`config.mk`:
```
export PLATFORM = sky130hd
export DESIGN_NAME = tmr_timer8
export DESIGN_NICKNAME = d
export VERILOG_FILES = /design/src/hdl/tmr_pkg.sv /design/src/hdl/tmr_timer8.sv /design/src/hdl/tmr_prescaler.sv
export SDC_FILE = /design/constraint.sdc
export NUM_CORES = 1
export LEC_CHECK = 0
export BUFFER_PORTS_ARGS = -buffer_cell sky130_fd_sc_hd__clkbuf_2
export CAP_MARGIN = 20
export CORE_UTILIZATION = 50
export DETAILED_ROUTE_END_ITERATION = 10
export PLACE_DENSITY = 0.69
export SLEW_MARGIN = 5
export SYNTH_ARGS = -nofsm -noshare
export SYNTH_HDL_FRONTEND = slang
export SYNTH_SLANG_ARGS = --single-unit
```
`constraint.sdc`:
```
create_clock -name clk -period 4.2 [get_ports clk]
set_input_delay 0.42 -clock clk [delete_from_list [all_inputs] [get_ports clk]]
set_output_delay 0.42 -clock clk [all_outputs]
set_load 0.02 [all_outputs]
```
`src/hdl/tmr_pkg.sv`:
```
// Purpose: Shared constants and types for the 8-bit timer/counter block.
// Assumes: 8-bit register port with one-cycle strobes.
// Notes: All offsets are byte addresses on the plain register port.
package tmr_pkg;

  // ----------------------------------------------------------------
  // Register map
  // ----------------------------------------------------------------
  localparam int ADDR_W = 8;
  localparam int DATA_W = 8;
  localparam logic [7:0] OFF_COUNT = 8'h00;
  localparam logic [7:0] OFF_COMPARE = 8'h01;
  localparam logic [7:0] OFF_CONTROL = 8'h02;
  localparam logic [7:0] OFF_ASYNC = 8'h03;
  localparam logic [7:0] OFF_FLAG = 8'h04;
  localparam logic [7:0] OFF_FLAG_CLR = 8'h05;
  localparam logic [7:0] OFF_MASK = 8'h06;

  // ----------------------------------------------------------------
  // Field positions and reset values
  // ----------------------------------------------------------------
  localparam int CTL_CS_LSB = 0;
  localparam int CTL_MODE_LSB = 3;
  localparam int CTL_COM_LSB = 5;
  localparam int CTL_FORCE_BIT = 7;
  localparam int FLAG_OVF_BIT = 0;
  localparam int FLAG_CMP_BIT = 1;
  localparam int ASYNC_SEL_BIT = 0;
  localparam logic [7:0] RST_COUNT = 8'h00;
  localparam logic [7:0] RST_COMPARE = 8'h00;
  localparam logic [6:0] RST_CONTROL = 7'h00;
  localparam logic [7:0] RST_ASYNC = 8'h00;
  localparam logic [1:0] RST_FLAG = 2'h0;
  localparam logic [1:0] RST_MASK = 2'h0;

  // ----------------------------------------------------------------
  // Count limits and prescaler taps
  // ----------------------------------------------------------------
  localparam logic [7:0] BOTTOM_VAL = 8'h00;
  localparam logic [7:0] MAX_VAL = 8'hFF;
  localparam int PRE_W = 10;
  localparam logic [9:0] TAP_DIV1 = 10'h000;
  localparam logic [9:0] TAP_DIV8 = 10'h007;
  localparam logic [9:0] TAP_DIV32 = 10'h01F;
  localparam logic [9:0] TAP_DIV64 = 10'h03F;
  localparam logic [9:0] TAP_DIV128 = 10'h07F;
  localparam logic [9:0] TAP_DIV256 = 10'h0FF;
  localparam logic [9:0] TAP_DIV1024 = 10'h3FF;

  // Counting sequence and compare output behaviour.
  typedef enum logic [1:0] {MODE_NORMAL, MODE_PHASE_PWM, MODE_CTC, MODE_FAST_PWM} tmr_mode_t;
  typedef enum logic [1:0] {COM_OFF, COM_TOGGLE, COM_CLEAR, COM_SET} tmr_com_t;

endpackage

```
`src/hdl/tmr_timer8.sv`:
```
// Purpose: Single channel 8-bit timer/counter with compare output and flags.
// Assumes: All inputs synchronous to clk; crystal input already squared up.
// Notes: Register reads return data one cycle after the read strobe.
`timescale 1ns/10ps
`default_nettype none
module tmr_timer8
  import tmr_pkg::*;
(
  input wire logic clk,
  input wire logic rst_n,
  input wire logic [ADDR_W-1:0] addr,
  input wire logic [DATA_W-1:0] wrData,
  input wire logic wrStrobe,
  input wire logic rdStrobe,
  output logic [DATA_W-1:0] rdData,
  input wire logic crystal_in_pin,
  output logic crystal_out_pin,
  output logic compare_output_pin,
  output logic compareOutEn,
  output logic irq
);

  // ----------------------------------------------------------------
  // Register port decode
  // ----------------------------------------------------------------
  logic [7:0] count_value_reg;
  logic [7:0] count_value_next;
  logic [7:0] compare_value_reg;
  logic [7:0] compareActive_reg;
  logic [7:0] compareActive_next;
  logic [6:0] control_reg;
  logic [7:0] async_clock_status_reg;
  logic [1:0] shared_timer_flag_reg;
  logic [1:0] shared_timer_flag_next;
  logic [1:0] shared_timer_mask_reg;
  logic [DATA_W-1:0] rdData_reg;
  logic countDown_reg;
  logic countDown_next;
  logic matchBlock_reg;
  logic waveOut_reg;
  logic waveOut_next;
  logic xtalPrev_reg;
  logic xtalOut_reg;

  wire cntWr = wrStrobe && (addr == OFF_COUNT);
  wire cmpWr = wrStrobe && (addr == OFF_COMPARE);
  wire ctlWr = wrStrobe && (addr == OFF_CONTROL);
  wire asyWr = wrStrobe && (addr == OFF_ASYNC);
  wire clrWr = wrStrobe && (addr == OFF_FLAG_CLR);
  wire mskWr = wrStrobe && (addr == OFF_MASK);

  // ----------------------------------------------------------------
  // Control fields and clock source
  // ----------------------------------------------------------------
  // Field slices; the force bit is a strobe and is never stored.
  wire [2:0] clkSel = control_reg[CTL_CS_LSB +: 3];
  tmr_mode_t mode;
  tmr_com_t com;
  assign mode = tmr_mode_t'(control_reg[CTL_MODE_LSB +: 2]);
  assign com = tmr_com_t'(control_reg[CTL_COM_LSB +: 2]);
  wire pwmMode = (mode == MODE_FAST_PWM) || (mode == MODE_PHASE_PWM);
  wire asyncSel = async_clock_status_reg[ASYNC_SEL_BIT];

  // The crystal input is sampled on clk, so its rate must stay well below clk/2.
  wire xtalEdge = crystal_in_pin && !xtalPrev_reg;
  // Default is one source tick per clk; the crystal replaces it when selected.
  wire srcTick = asyncSel ? xtalEdge : 1'b1;
  wire tick;

  tmr_prescaler #(
    .PW(PRE_W)
  ) uPrescaler (
    .clk(clk),
    .rst_n(rst_n),
    .srcTick(srcTick),
    .restart(asyWr),
    .clkSel(clkSel),
    .tick(tick)
  );

  // ----------------------------------------------------------------
  // Counter unit
  // ----------------------------------------------------------------
  wire atBottom = (count_value_reg == BOTTOM_VAL);
  wire atMax = (count_value_reg == MAX_VAL);
  wire match = (count_value_reg == compareActive_reg);
  // Top is the compare value in clear-on-compare mode, else the maximum.
  wire [7:0] topVal = (mode == MODE_CTC) ? compareActive_reg : MAX_VAL;
  wire atTop = (count_value_reg == topVal);
  wire [7:0] countUp = count_value_reg + 8'h01;
  wire [7:0] countDn = count_value_reg - 8'h01;
  // A count write suppresses the match seen at the following tick.
  wire realMatch = tick && match && !matchBlock_reg;
  wire phaseTurnUp = countDown_reg && atBottom;
  wire phaseTurnDn = !countDown_reg && atMax;

  // Next count; a software write overrides any count or clear.
  assign countDown_next = (mode != MODE_PHASE_PWM) ? 1'b0 :
                          (tick && phaseTurnDn) ? 1'b1 :
                          (tick && phaseTurnUp) ? 1'b0 : countDown_reg;
  assign count_value_next = cntWr ? wrData :
                            !tick ? count_value_reg :
                            (mode == MODE_CTC && atTop) ? BOTTOM_VAL :
                            (mode == MODE_PHASE_PWM && countDown_next) ? countDn :
                            countUp;

  // Overflow: at maximum in single slope modes, at bottom in phase correct.
  wire ovfEvent = tick && ((mode == MODE_PHASE_PWM) ? phaseTurnUp : atMax);
  wire cmpEvent = realMatch;

  always_ff @(posedge clk or negedge rst_n)
  begin
    if (!rst_n)
    begin
      count_value_reg <= RST_COUNT;
      countDown_reg <= 1'b0;
      matchBlock_reg <= 1'b0;
    end
    else
    begin
      count_value_reg <= count_value_next;
      countDown_reg <= countDown_next;
      matchBlock_reg <= cntWr ? 1'b1 : (tick ? 1'b0 : matchBlock_reg);
    end
  end

  // ----------------------------------------------------------------
  // Compare buffer
  // ----------------------------------------------------------------
  // Double buffering in PWM modes avoids odd-length pulses; the active
  // value only moves at the top of the sequence.
  assign compareActive_next = (cmpWr && !pwmMode) ? wrData :
                              (pwmMode && tick && atMax) ? compare_value_reg :
                              compareActive_reg;

  always_ff @(posedge clk or negedge rst_n)
  begin
    if (!rst_n)
    begin
      compare_value_reg <= RST_COMPARE;
      compareActive_reg <= RST_COMPARE;
    end
    else
    begin
      compare_value_reg <= cmpWr ? wrData : compare_value_reg;
      compareActive_reg <= compareActive_next;
    end
  end

  // ----------------------------------------------------------------
  // Waveform generator
  // ----------------------------------------------------------------
  // Force acts only outside PWM and never touches flags or count.
  wire forceMatch = ctlWr && wrData[CTL_FORCE_BIT] && !pwmMode;
  wire nonPwmHit = (realMatch || forceMatch) && !pwmMode;
  wire upMatch = realMatch && !countDown_next;
  wire fastBottom = (mode == MODE_FAST_PWM) && tick && atMax;
  wire wasteCom = com[1];
  // Compare output mode is not buffered, so a change acts at once.
  assign waveOut_next = (nonPwmHit && com == COM_TOGGLE) ? !waveOut_reg :
                        (nonPwmHit && com == COM_CLEAR) ? 1'b0 :
                        (nonPwmHit && com == COM_SET) ? 1'b1 :
                        (fastBottom && wasteCom) ? (com == COM_CLEAR) :
                        (mode == MODE_FAST_PWM && realMatch && wasteCom) ? (com == COM_SET) :
                        (mode == MODE_PHASE_PWM && realMatch && wasteCom) ?
                          ((com == COM_SET) ^ !upMatch) :
                        waveOut_reg;

  always_ff @(posedge clk or negedge rst_n)
  begin
    if (!rst_n)
      waveOut_reg <= 1'b0;
    else
      waveOut_reg <= waveOut_next;
  end

  assign compare_output_pin = waveOut_reg;
  assign compareOutEn = (com != COM_OFF);

  // ----------------------------------------------------------------
  // Flags, mask and interrupt
  // ----------------------------------------------------------------
  // A new event in the same cycle as its clear keeps the flag set.
  wire [1:0] flagSet = {cmpEvent, ovfEvent};
  wire [1:0] flagClr = clrWr ? wrData[1:0] : 2'h0;
  assign shared_timer_flag_next = (shared_timer_flag_reg & ~flagClr) | flagSet;
  assign irq = |(shared_timer_flag_reg & shared_timer_mask_reg);

  always_ff @(posedge clk or negedge rst_n)
  begin
    if (!rst_n)
    begin
      shared_timer_flag_reg <= RST_FLAG;
      shared_timer_mask_reg <= RST_MASK;
      control_reg <= RST_CONTROL;
      async_clock_status_reg <= RST_ASYNC;
    end
    else
    begin
      shared_timer_flag_reg <= shared_timer_flag_next;
      shared_timer_mask_reg <= mskWr ? wrData[1:0] : shared_timer_mask_reg;
      control_reg <= ctlWr ? wrData[6:0] : control_reg;
      async_clock_status_reg <= asyWr ? {7'h00, wrData[ASYNC_SEL_BIT]} :
                                async_clock_status_reg;
    end
  end

  // ----------------------------------------------------------------
  // Crystal pins and read port
  // ----------------------------------------------------------------
  // Inverted feedback toward the crystal, idle low when not selected.
  wire [DATA_W-1:0] rdMux = (addr == OFF_COUNT) ? count_value_reg :
                            (addr == OFF_COMPARE) ? compare_value_reg :
                            (addr == OFF_CONTROL) ? {1'b0, control_reg} :
                            (addr == OFF_ASYNC) ? async_clock_status_reg :
                            (addr == OFF_FLAG) ? {6'h00, shared_timer_flag_reg} :
                            (addr == OFF_MASK) ? {6'h00, shared_timer_mask_reg} :
                            8'h00;

  always_ff @(posedge clk or negedge rst_n)
  begin
    if (!rst_n)
    begin
      xtalPrev_reg <= 1'b0;
      xtalOut_reg <= 1'b0;
      rdData_reg <= 8'h00;
    end
    else
    begin
      xtalPrev_reg <= crystal_in_pin;
      xtalOut_reg <= asyncSel && !crystal_in_pin;
      rdData_reg <= rdStrobe ? rdMux : 8'h00;
    end
  end

  assign crystal_out_pin = xtalOut_reg;
  assign rdData = rdData_reg;
endmodule
`default_nettype wire

```
`src/hdl/tmr_prescaler.sv`:
```
// Purpose: Ten-bit prescaler that turns source ticks into timer ticks.
// Assumes: srcTick is a one-cycle pulse per source clock period.
// Notes: Select code zero gives no tick at all.
`timescale 1ns/10ps
`default_nettype none
module tmr_prescaler
  import tmr_pkg::*;
#(
  parameter int PW = PRE_W
)
(
  input wire logic clk,
  input wire logic rst_n,
  input wire logic srcTick,
  input wire logic restart,
  input wire logic [2:0] clkSel,
  output logic tick
);

  // ----------------------------------------------------------------
  // Divider chain
  // ----------------------------------------------------------------
  logic [PW-1:0] preCnt_reg;
  logic [PW-1:0] preCnt_next;
  logic [PW-1:0] tapMask;

  // Restart keeps the first period full length after a source change.
  assign preCnt_next = restart ? '0 : (srcTick ? preCnt_reg + PW'(1) : preCnt_reg);

  // Tap selection; each divider fires when its low bits are all ones.
  assign tapMask = (clkSel == 3'h2) ? PW'(TAP_DIV8) :
                   (clkSel == 3'h3) ? PW'(TAP_DIV32) :
                   (clkSel == 3'h4) ? PW'(TAP_DIV64) :
                   (clkSel == 3'h5) ? PW'(TAP_DIV128) :
                   (clkSel == 3'h6) ? PW'(TAP_DIV256) :
                   (clkSel == 3'h7) ? PW'(TAP_DIV1024) : PW'(TAP_DIV1);
  assign tick = (clkSel != 3'h0) && srcTick && !restart && ((preCnt_reg & tapMask) == tapMask);

  // Free running counter.
  always_ff @(posedge clk or negedge rst_n)
  begin
    if (!rst_n)
      preCnt_reg <= '0;
    else
      preCnt_reg <= preCnt_next;
  end

endmodule
`default_nettype wire

```
==> metrics.md, run 1 <==
| Metric | Value |
|---|---|
| XOR/XNOR Fraction of Synth Area | `5.406%` |
| Cell Rows | `29` |
| Drt total wl | `8477 um` |
| Max Clock Freq | `280.8 MHz` |
| Switching Share | `30.78%` |
| Synth Cell Area | `3402 um^2` |
| Critical path peak fanout | `7` |
| PostCTS Resize Cnt | `0` |
| Share of cells above drive strength 1 | `21.28%` |
| Net Switching | `432.8 uW` |
| #FFs+latches synth | `59` |
| RSZ-0062 raised after global routing | `no` |
| Simple-Gate Fraction of Synth Area | `21.44%` |
| Largest net degree at the start of global routing | `38` |
| Peak supply drop | `0.0002000 V` |
| I/O pin count | `33` |
| Sequential group share of total power | `48.8%` |
| Synthesis Warnings | `0` |
| # clock sinks | `59` |
| Final worst path period share | `84.79%` |
| Global-route usage over all layers | `26.25%` |
| Most common cell after layout, fill and taps aside | `dfrtp_1` |
| Worst Tran Pin Value | `0.7839 ns` |
| Area after DPL | `3649 um^2` |
| Post-synth ARST share | `100.0%` |
| Min Tclk post-route | `3.561 ns` |
| DRT iter0 DRCs | `260` |
| CTS buffer count | `9` |
| Die area | `7138 um^2` |
| Pre-Repair DR Iteration Count | `7` |
| Gpl congestion | `0.8980` |
| Post-synth EDFFs | `0` |
| Post-CTS Setup Inserts | `0` |
| Top post-synthesis cells by area | `dfrtp_1, mux2_2, xor2_1` |
| Pwr Density | `366.0 nW/um^2` |
| Largest register FFs | `10` |
| Final Hold Viols | `0` |
| H-Tree Depth | `3` |
| CP startpoint kind | `primary input` |
| CTS clk-pin slew, worst paths | `0.07 ns` |
| Power consumption | `1406 uW` |
| Syn_nets | `378` |
| Seq/Total Area, Yosys | `43.40%` |
| Max_cap viols | `0` |
| GR Overflow Total | `0` |
| Clock power frac | `36.3%` |
| Top cell type's share of synthesized area | `43.40%` |
| # nets final | `414` |
| Clk_lat worst skew | `0.35 ns` |
| Slack of the worst reg-to-reg path | `0.64 ns` |
| Final setup fails | `0` |
| Synth-to-layout area growth | `12.91%` |
| TritonCTS clock tree | `done` |
| Compound-Gate Fraction of Synth Area | `17.36%` |
| Port buffer count | `32` |
| Slew HR | `46.39%` |
| Critical path arrival | `3.85 ns` |
| Number of library cell types mapped by synthesis | `65` |
| Post-synth top flop | `dfrtp_1` |
| Wirelength per Cell | `18.15 um` |
| Initial antenna violation count | `0` |
| # DRC | `2` |
| Global-route wire length before repair | `14380 um` |
| Post-DP HPWL | `6112 um` |
| Crit path capture type | `flop` |
| Vias | `2828` |
| Root Buffer | `clkbuf_8` |
| Worst Skew | `0.007731 ns` |
| Highest-count cells in the layout ignoring fill and taps | `dfrtp_1, nand2_1, clkbuf_2, nor2_1, o21ai_0` |
| Worst path required time | `4.48 ns` |
| Filler cells | `577` |
| Setup CP Type | `in2reg` |
| Worst Hold Class | `in2async` |
| Largest area contributor in the netlist | `dfrtp_1` |
| Syn_area_per_cell | `9.748 um^2` |
| Setup_tns | `0 ns` |
| Largest family of logic cells by synthesized area | `simple AND/OR/NAND/NOR gates` |
| Vias in the first global route | `2785` |
| Initial core utilization | `52.67%` |
| Diodes inserted | `0` |
| Violated checks | `design-rule violations` |
| Die height | `84.49 um` |
| Adder-Cell Fraction of Synth Area | `3.163%` |
| P_int | `973.2 uW` |
| Slew Viols, Final | `0` |
| Post-CTS Hold Buffers | `0` |
| Leak Pwr | `0.001812 uW` |
| Logic pwr share | `14.9%` |
| Vias per cell | `6.056` |
| Antenna-violating nets left | `0` |
| DIE WIDTH | `84.49 um` |
| Core Region | `6459 um^2` |
| Final Cell Area | `3841 um^2` |
| Max clock buf depth | `2` |
| Mux contribution to synthesized area | `6.068%` |
| Synthesized instance count | `349` |
| Status | `complete, but fails checks` |
==> power by group through the flow <==
| stage | combinational (uW) | sequential [uW] | clock, uW |
|---|---|---|---|
| after detailed placement | 208 | 695 | 0 |
| final | 209 | 686 | 511 |
| after global routing | 236 | 694 | 554 |
| after global placement | 200 | 692 | 0 |
| after CTS | 210 | 685 | 523 |
| after floorplan | 147 | 674 | 0 |
==> through the flow <==
| step | utilization (%) | hold WS [ns] | worst slack (ns) | std cells |
|---|---|---|---|---|
| after floorplan | - | 0.1244 | 0.6698 | 349 |
| after global placement | 56.49 | 0.4448 | 0.4144 | 451 |
| after detailed placement | 56.49 | 0.4499 | 0.2781 | 451 |
| after CTS | 59.47 | 0.07307 | 0.6474 | 467 |
| after global routing | 59.47 | 0.1014 | 0.3958 | 467 |
| final | 59.47 | 0.07206 | 0.6387 | 467 |
==> layout make-up <==
class                           instances  area (um^2)  area share, %
Clock buffer                            9        123.9          3.225
Inverter                               16        60.06          1.564
Clock inverter                          7        68.82          1.792
Multi-Input combinational cell        262         1818          47.33
Sequential cell                        59         1476          38.44
Timing Repair Buffer                   37        197.7          5.147
Tap cell                               77        96.34          2.508
==> worst paths after layout <==
check,startpoint,depth (start not counted),to
max,addr[2],15,count_value_reg[7]
min in group clk,crystal_in_pin,1,xtalPrev_reg
min,rst_n,1,compare_output_pin
max reg2reg,control_reg[0],14,count_value_reg[7]
max in group asynchronous,rst_n,2,control_reg[3]
min reg2reg,shared_timer_flag_reg[1],2,shared_timer_flag_reg[1]
==> worst max-delay path, stage by stage <==
cell	delay (ns)
clkbuf_2	0.09
or4_4	0.58
nor3_4	0.21
nand4b_2	0.24
o311ai_2	0.15
or2_4	0.28
inv_1	0.20
ha_1	0.28
a21o_1	0.19
a211oi_1	0.25
nor2_1	0.10
o41ai_1	0.37
nor3_1	0.11
nor4_1	0.23
nand3b_1	0.14
==> cell families (layout without fill, tap and decap cells) <==
group                      Yosys count  count (layout)
DFF                                 59              59
xor gates and xnor gates            21              21
muxes                               19              19
adders and majority gates            8               8
and+or+nand+nor                    134             134
AOI/OAI and AO/OA                   80              80
buffers and inverters               28              69
==> cells in the mapped netlist (3+ instances only) <==
cell type  number
xor2_1         16
o22ai_1         9
mux2i_1         6
nand3_1        10
a21o_1          3
ha_1            7
nor2_1         27
a21oi_1         8
o211a_1         5
nand2_1        37
xnor2_1         5
nand4_1         7
o21ai_0        21
inv_1          16
o221ai_1        5
a22oi_1         4
and3_1          6
nor3_1          7
nor2b_1         8
nor4_2          3
clkbuf_1       10
mux2_2         13
dfrtp_1        59
nor4_1          5
==> metal layers <==
layer,global-route usage [%],vias up,share of wire [%]
met4,11.09,0,1.6
met3,5.506,14,6.7
met2,39.47,94,47
met5,0,-,0
li1,-,1353,-
met1,36.94,1367,45
No activity file was read; power rests on OpenSTA's default activity.
==> inputs of run 2 (changes only) <==
==> constraint.sdc (replaced) <==
create_clock -name clk -period 3.71 [get_ports clk]
set_input_delay 0.371 -clock clk [delete_from_list [all_inputs] [get_ports clk]]
set_output_delay 0.371 -clock clk [all_outputs]
set_load 0.02 [all_outputs]
==> run 2 against run 1 <==
Compared with the run above:
- the flow still finishes with violations (design-rule violations)
- power increased by 23%
- register-to-register slack worse by 0.32 ns
- routed wire length is 1.5% higher
- cell count up 1.9%
- clock skew up 0.0037 ns
- critical path type is now reg2reg
==> metrics.md, run 2 (synthesized netlist as in run 1, its figures left out) <==
| Metric | Value |
|---|---|
| Pre-Repair DR Iteration Count | `8 (+1)` |
| Max clock buf depth | `2 (unchanged)` |
| Worst Hold Class | `in2async` |
| Filler cells | `574 (-0.52%)` |
| Worst Tran Pin Value | `0.7973 ns (+0.01345 ns)` |
| Pwr Density | `437.4 nW/um^2 (+20%)` |
| Max_cap viols | `0 (unchanged)` |
| Largest register FFs | `10 (unchanged)` |
| Violated checks | `design-rule violations` |
| # nets final | `423 (+2.2%)` |
| Switching Share | `28.04% (-2.7 points)` |
| CP startpoint kind | `flop` |
| Initial antenna violation count | `0 (unchanged)` |
| Area after DPL | `3716 um^2 (+1.9%)` |
| Final Hold Viols | `0 (unchanged)` |
| Min Tclk post-route | `3.390 ns` |
| Status | `complete, but fails checks` |
| Die area | `7138 um^2 (unchanged)` |
| Clock power frac | `41.2% (+4.9 points)` |
| Crit path capture type | `flop` |
| Leak Pwr | `0.001891 uW (+4.4%)` |
| Non-Filler Instances | `476 (+1.9%)` |
| Slew Viols, Final | `0 (unchanged)` |
| H-Tree Depth | `3 (unchanged)` |
| Final worst path period share | `91.37%` |
| Setup CP Type | `reg2reg` |
| Global-route usage over all layers | `27.19% (+0.94 points)` |
| Post-DP HPWL | `6155 um (+0.70%)` |
| Root Buffer | `clkbuf_8` |
| Placed cells | `460 (+2.0%)` |
| TritonCTS clock tree | `done` |
| Post-CTS Setup Inserts | `0 (unchanged)` |
| # DRC | `3 (+1)` |
| Post-CTS Hold Buffers | `0 (unchanged)` |
| P_int | `1249 uW (+28%)` |
| Largest net degree at the start of global routing | `41 (+7.9%)` |
| Worst r2r src | `control_reg[0]` |
| Reg2reg end | `count_value_reg[7]` |
| Diodes inserted | `0 (unchanged)` |
| Drt total wl | `8608 um (+1.5%)` |
| Synth-to-layout area growth | `16.62%` |
| GR Overflow Total | `0 (unchanged)` |
| Sequential group share of total power | `44.1% (-4.7 points)` |
| CTS clk-pin slew, worst paths | `0.07 ns (about the same)` |
| Vias per cell | `6.122 (+1.1%)` |
| Net Switching | `486.7 uW (+12%)` |
| Critical path peak fanout | `7 (unchanged)` |
| Final setup fails | `0 (unchanged)` |
| CTS buffer count | `9 (unchanged)` |
| Gpl congestion | `0.9137 (+1.7%)` |
| Die height | `84.49 um (unchanged)` |
| Antenna-violating nets left | `0 (unchanged)` |
| Core Region | `6459 um^2 (unchanged)` |
| Max Clock Freq | `295.0 MHz` |
| Vias | `2914 (+3.0%)` |
| Share of cells above drive strength 1 | `23.56% (+2.3 points)` |
| RSZ-0062 raised after global routing | `no` |
| # clock sinks | `59 (unchanged)` |
| DRT iter0 DRCs | `209 (-20%)` |
| Initial core utilization | `52.67% (unchanged)` |
| Critical path arrival | `3.67 ns (-0.18 ns)` |
| Most common cell after layout, fill and taps aside | `dfrtp_1` |
| Port buffer count | `32 (unchanged)` |
| Logic pwr share | `14.7% (-0.2 points)` |
| Wirelength per Cell | `18.08 um (-0.37%)` |
| Global-route wire length before repair | `14950 um (+3.9%)` |
| Worst path required time | `3.99 ns (-0.49 ns)` |
| Cell Rows | `29 (unchanged)` |
| Vias in the first global route | `2932 (+5.3%)` |
| Slew HR | `45.47% (-0.92 points)` |
| Clk_lat worst skew | `0.34 ns (about the same)` |
| DIE WIDTH | `84.49 um (unchanged)` |
| Peak supply drop | `0.0002362 V (+18%)` |
| Worst Skew | `0.01140 ns (+0.003669 ns)` |
| Worst-case reg-to-reg path depth | `14 (unchanged)` |
| Slack of the worst reg-to-reg path | `0.32 ns (-0.32 ns)` |
| Highest-count cells in the layout ignoring fill and taps | `dfrtp_1, nand2_1, clkbuf_2, nor2_1, o21ai_0` |
| Final Cell Area | `3968 um^2 (+3.3%)` |
| I/O pin count | `33 (unchanged)` |
run 2: area by class of cell:
type                       count  area (um^2)  area share [%]
timing repair buffer          46        265.3           6.686
tap                           77        96.34           2.428
sequential                    59         1476           37.21
multi-input combinational    262         1829           46.11
clock inverter                 7        116.4           2.933
clock buffer                   9        123.9           3.122
inverter                      16        60.06           1.514
run 2: power by group through the flow:
stage               clock [uW]  sequential (uW)  combinational, uW
floorplan                    0              763                166
global route               757              775                287
CTS                        725              766                253
finish                     715              766                255
detailed placement           0              777                251
global placement             0              776                246
run 2: per-stage QoR:
step	setup WS (ns)	setup TNS (ns)	total power (uW)	hold slack, ns	utilization, %
2_1_floorplan	0.2288	0	929.3	0.07541	-
3_3_place_gp	0.04709	0	1022	0.3728	57.54
3_5_place_dp	-0.1752	-0.1752	1029	0.3889	57.54
4_1_cts	0.1165	0	1744	0.01805	61.26
5_1_grt	0.08239	0	1819	0.03548	61.43
6_report	0.3204	0	1736	0.0004532	61.43
run 2: how the worst max path moves through the flow:
stage / slack (ns) / end / startpoint / depth (start not counted)
6_report: 0.32 / count_value_reg[7] / control_reg[0] / 14
5_1_grt: 0.08 / count_value_reg[7] / control_reg[0] / 14
4_1_cts: 0.12 / count_value_reg[7] / control_reg[0] / 14
3_5_place_dp: -0.18 / count_value_reg[7] / addr[2] / 15
3_3_place_gp: 0.05 / count_value_reg[7] / addr[2] / 15
2_1_floorplan: 0.23 / count_value_reg[7] / addr[2] / 14
run 2: layer usage:
| layer | part of all wire (%) | vias to the layer above | track usage, % | routed length [um] |
|---|---|---|---|---|
| met5 | 0 | - | 0 | 0 |
| li1 | - | 1365 | - | - |
| met4 | 1.9 | 0 | 8.937 | 162 |
| met1 | 46 | 1427 | 38.30 | 3927 |
| met2 | 46 | 105 | 41.91 | 3939 |
| met3 | 6.7 | 17 | 5.998 | 578 |
run 2: what timing repair did:
action | CTS | global route
endpoints found under the hold margin | 0 | 0
endpoints found under the setup margin | 0 | 1
resized for setup | 0 | 3
run 2: critical path, stage by stage, from the launching register on:
cell and delay, ns:
dfrtp_1 0.45, a21boi_1 0.17, o21ai_2 0.17, and4b_1 0.32, a31oi_2 0.12, or2_4 0.29
inv_1 0.20, ha_1 0.27, a21o_1 0.20, a211oi_1 0.27, nor2_1 0.11, o41ai_2 0.30
nor3_1 0.11, nor4_1 0.21, nand3b_1 0.14
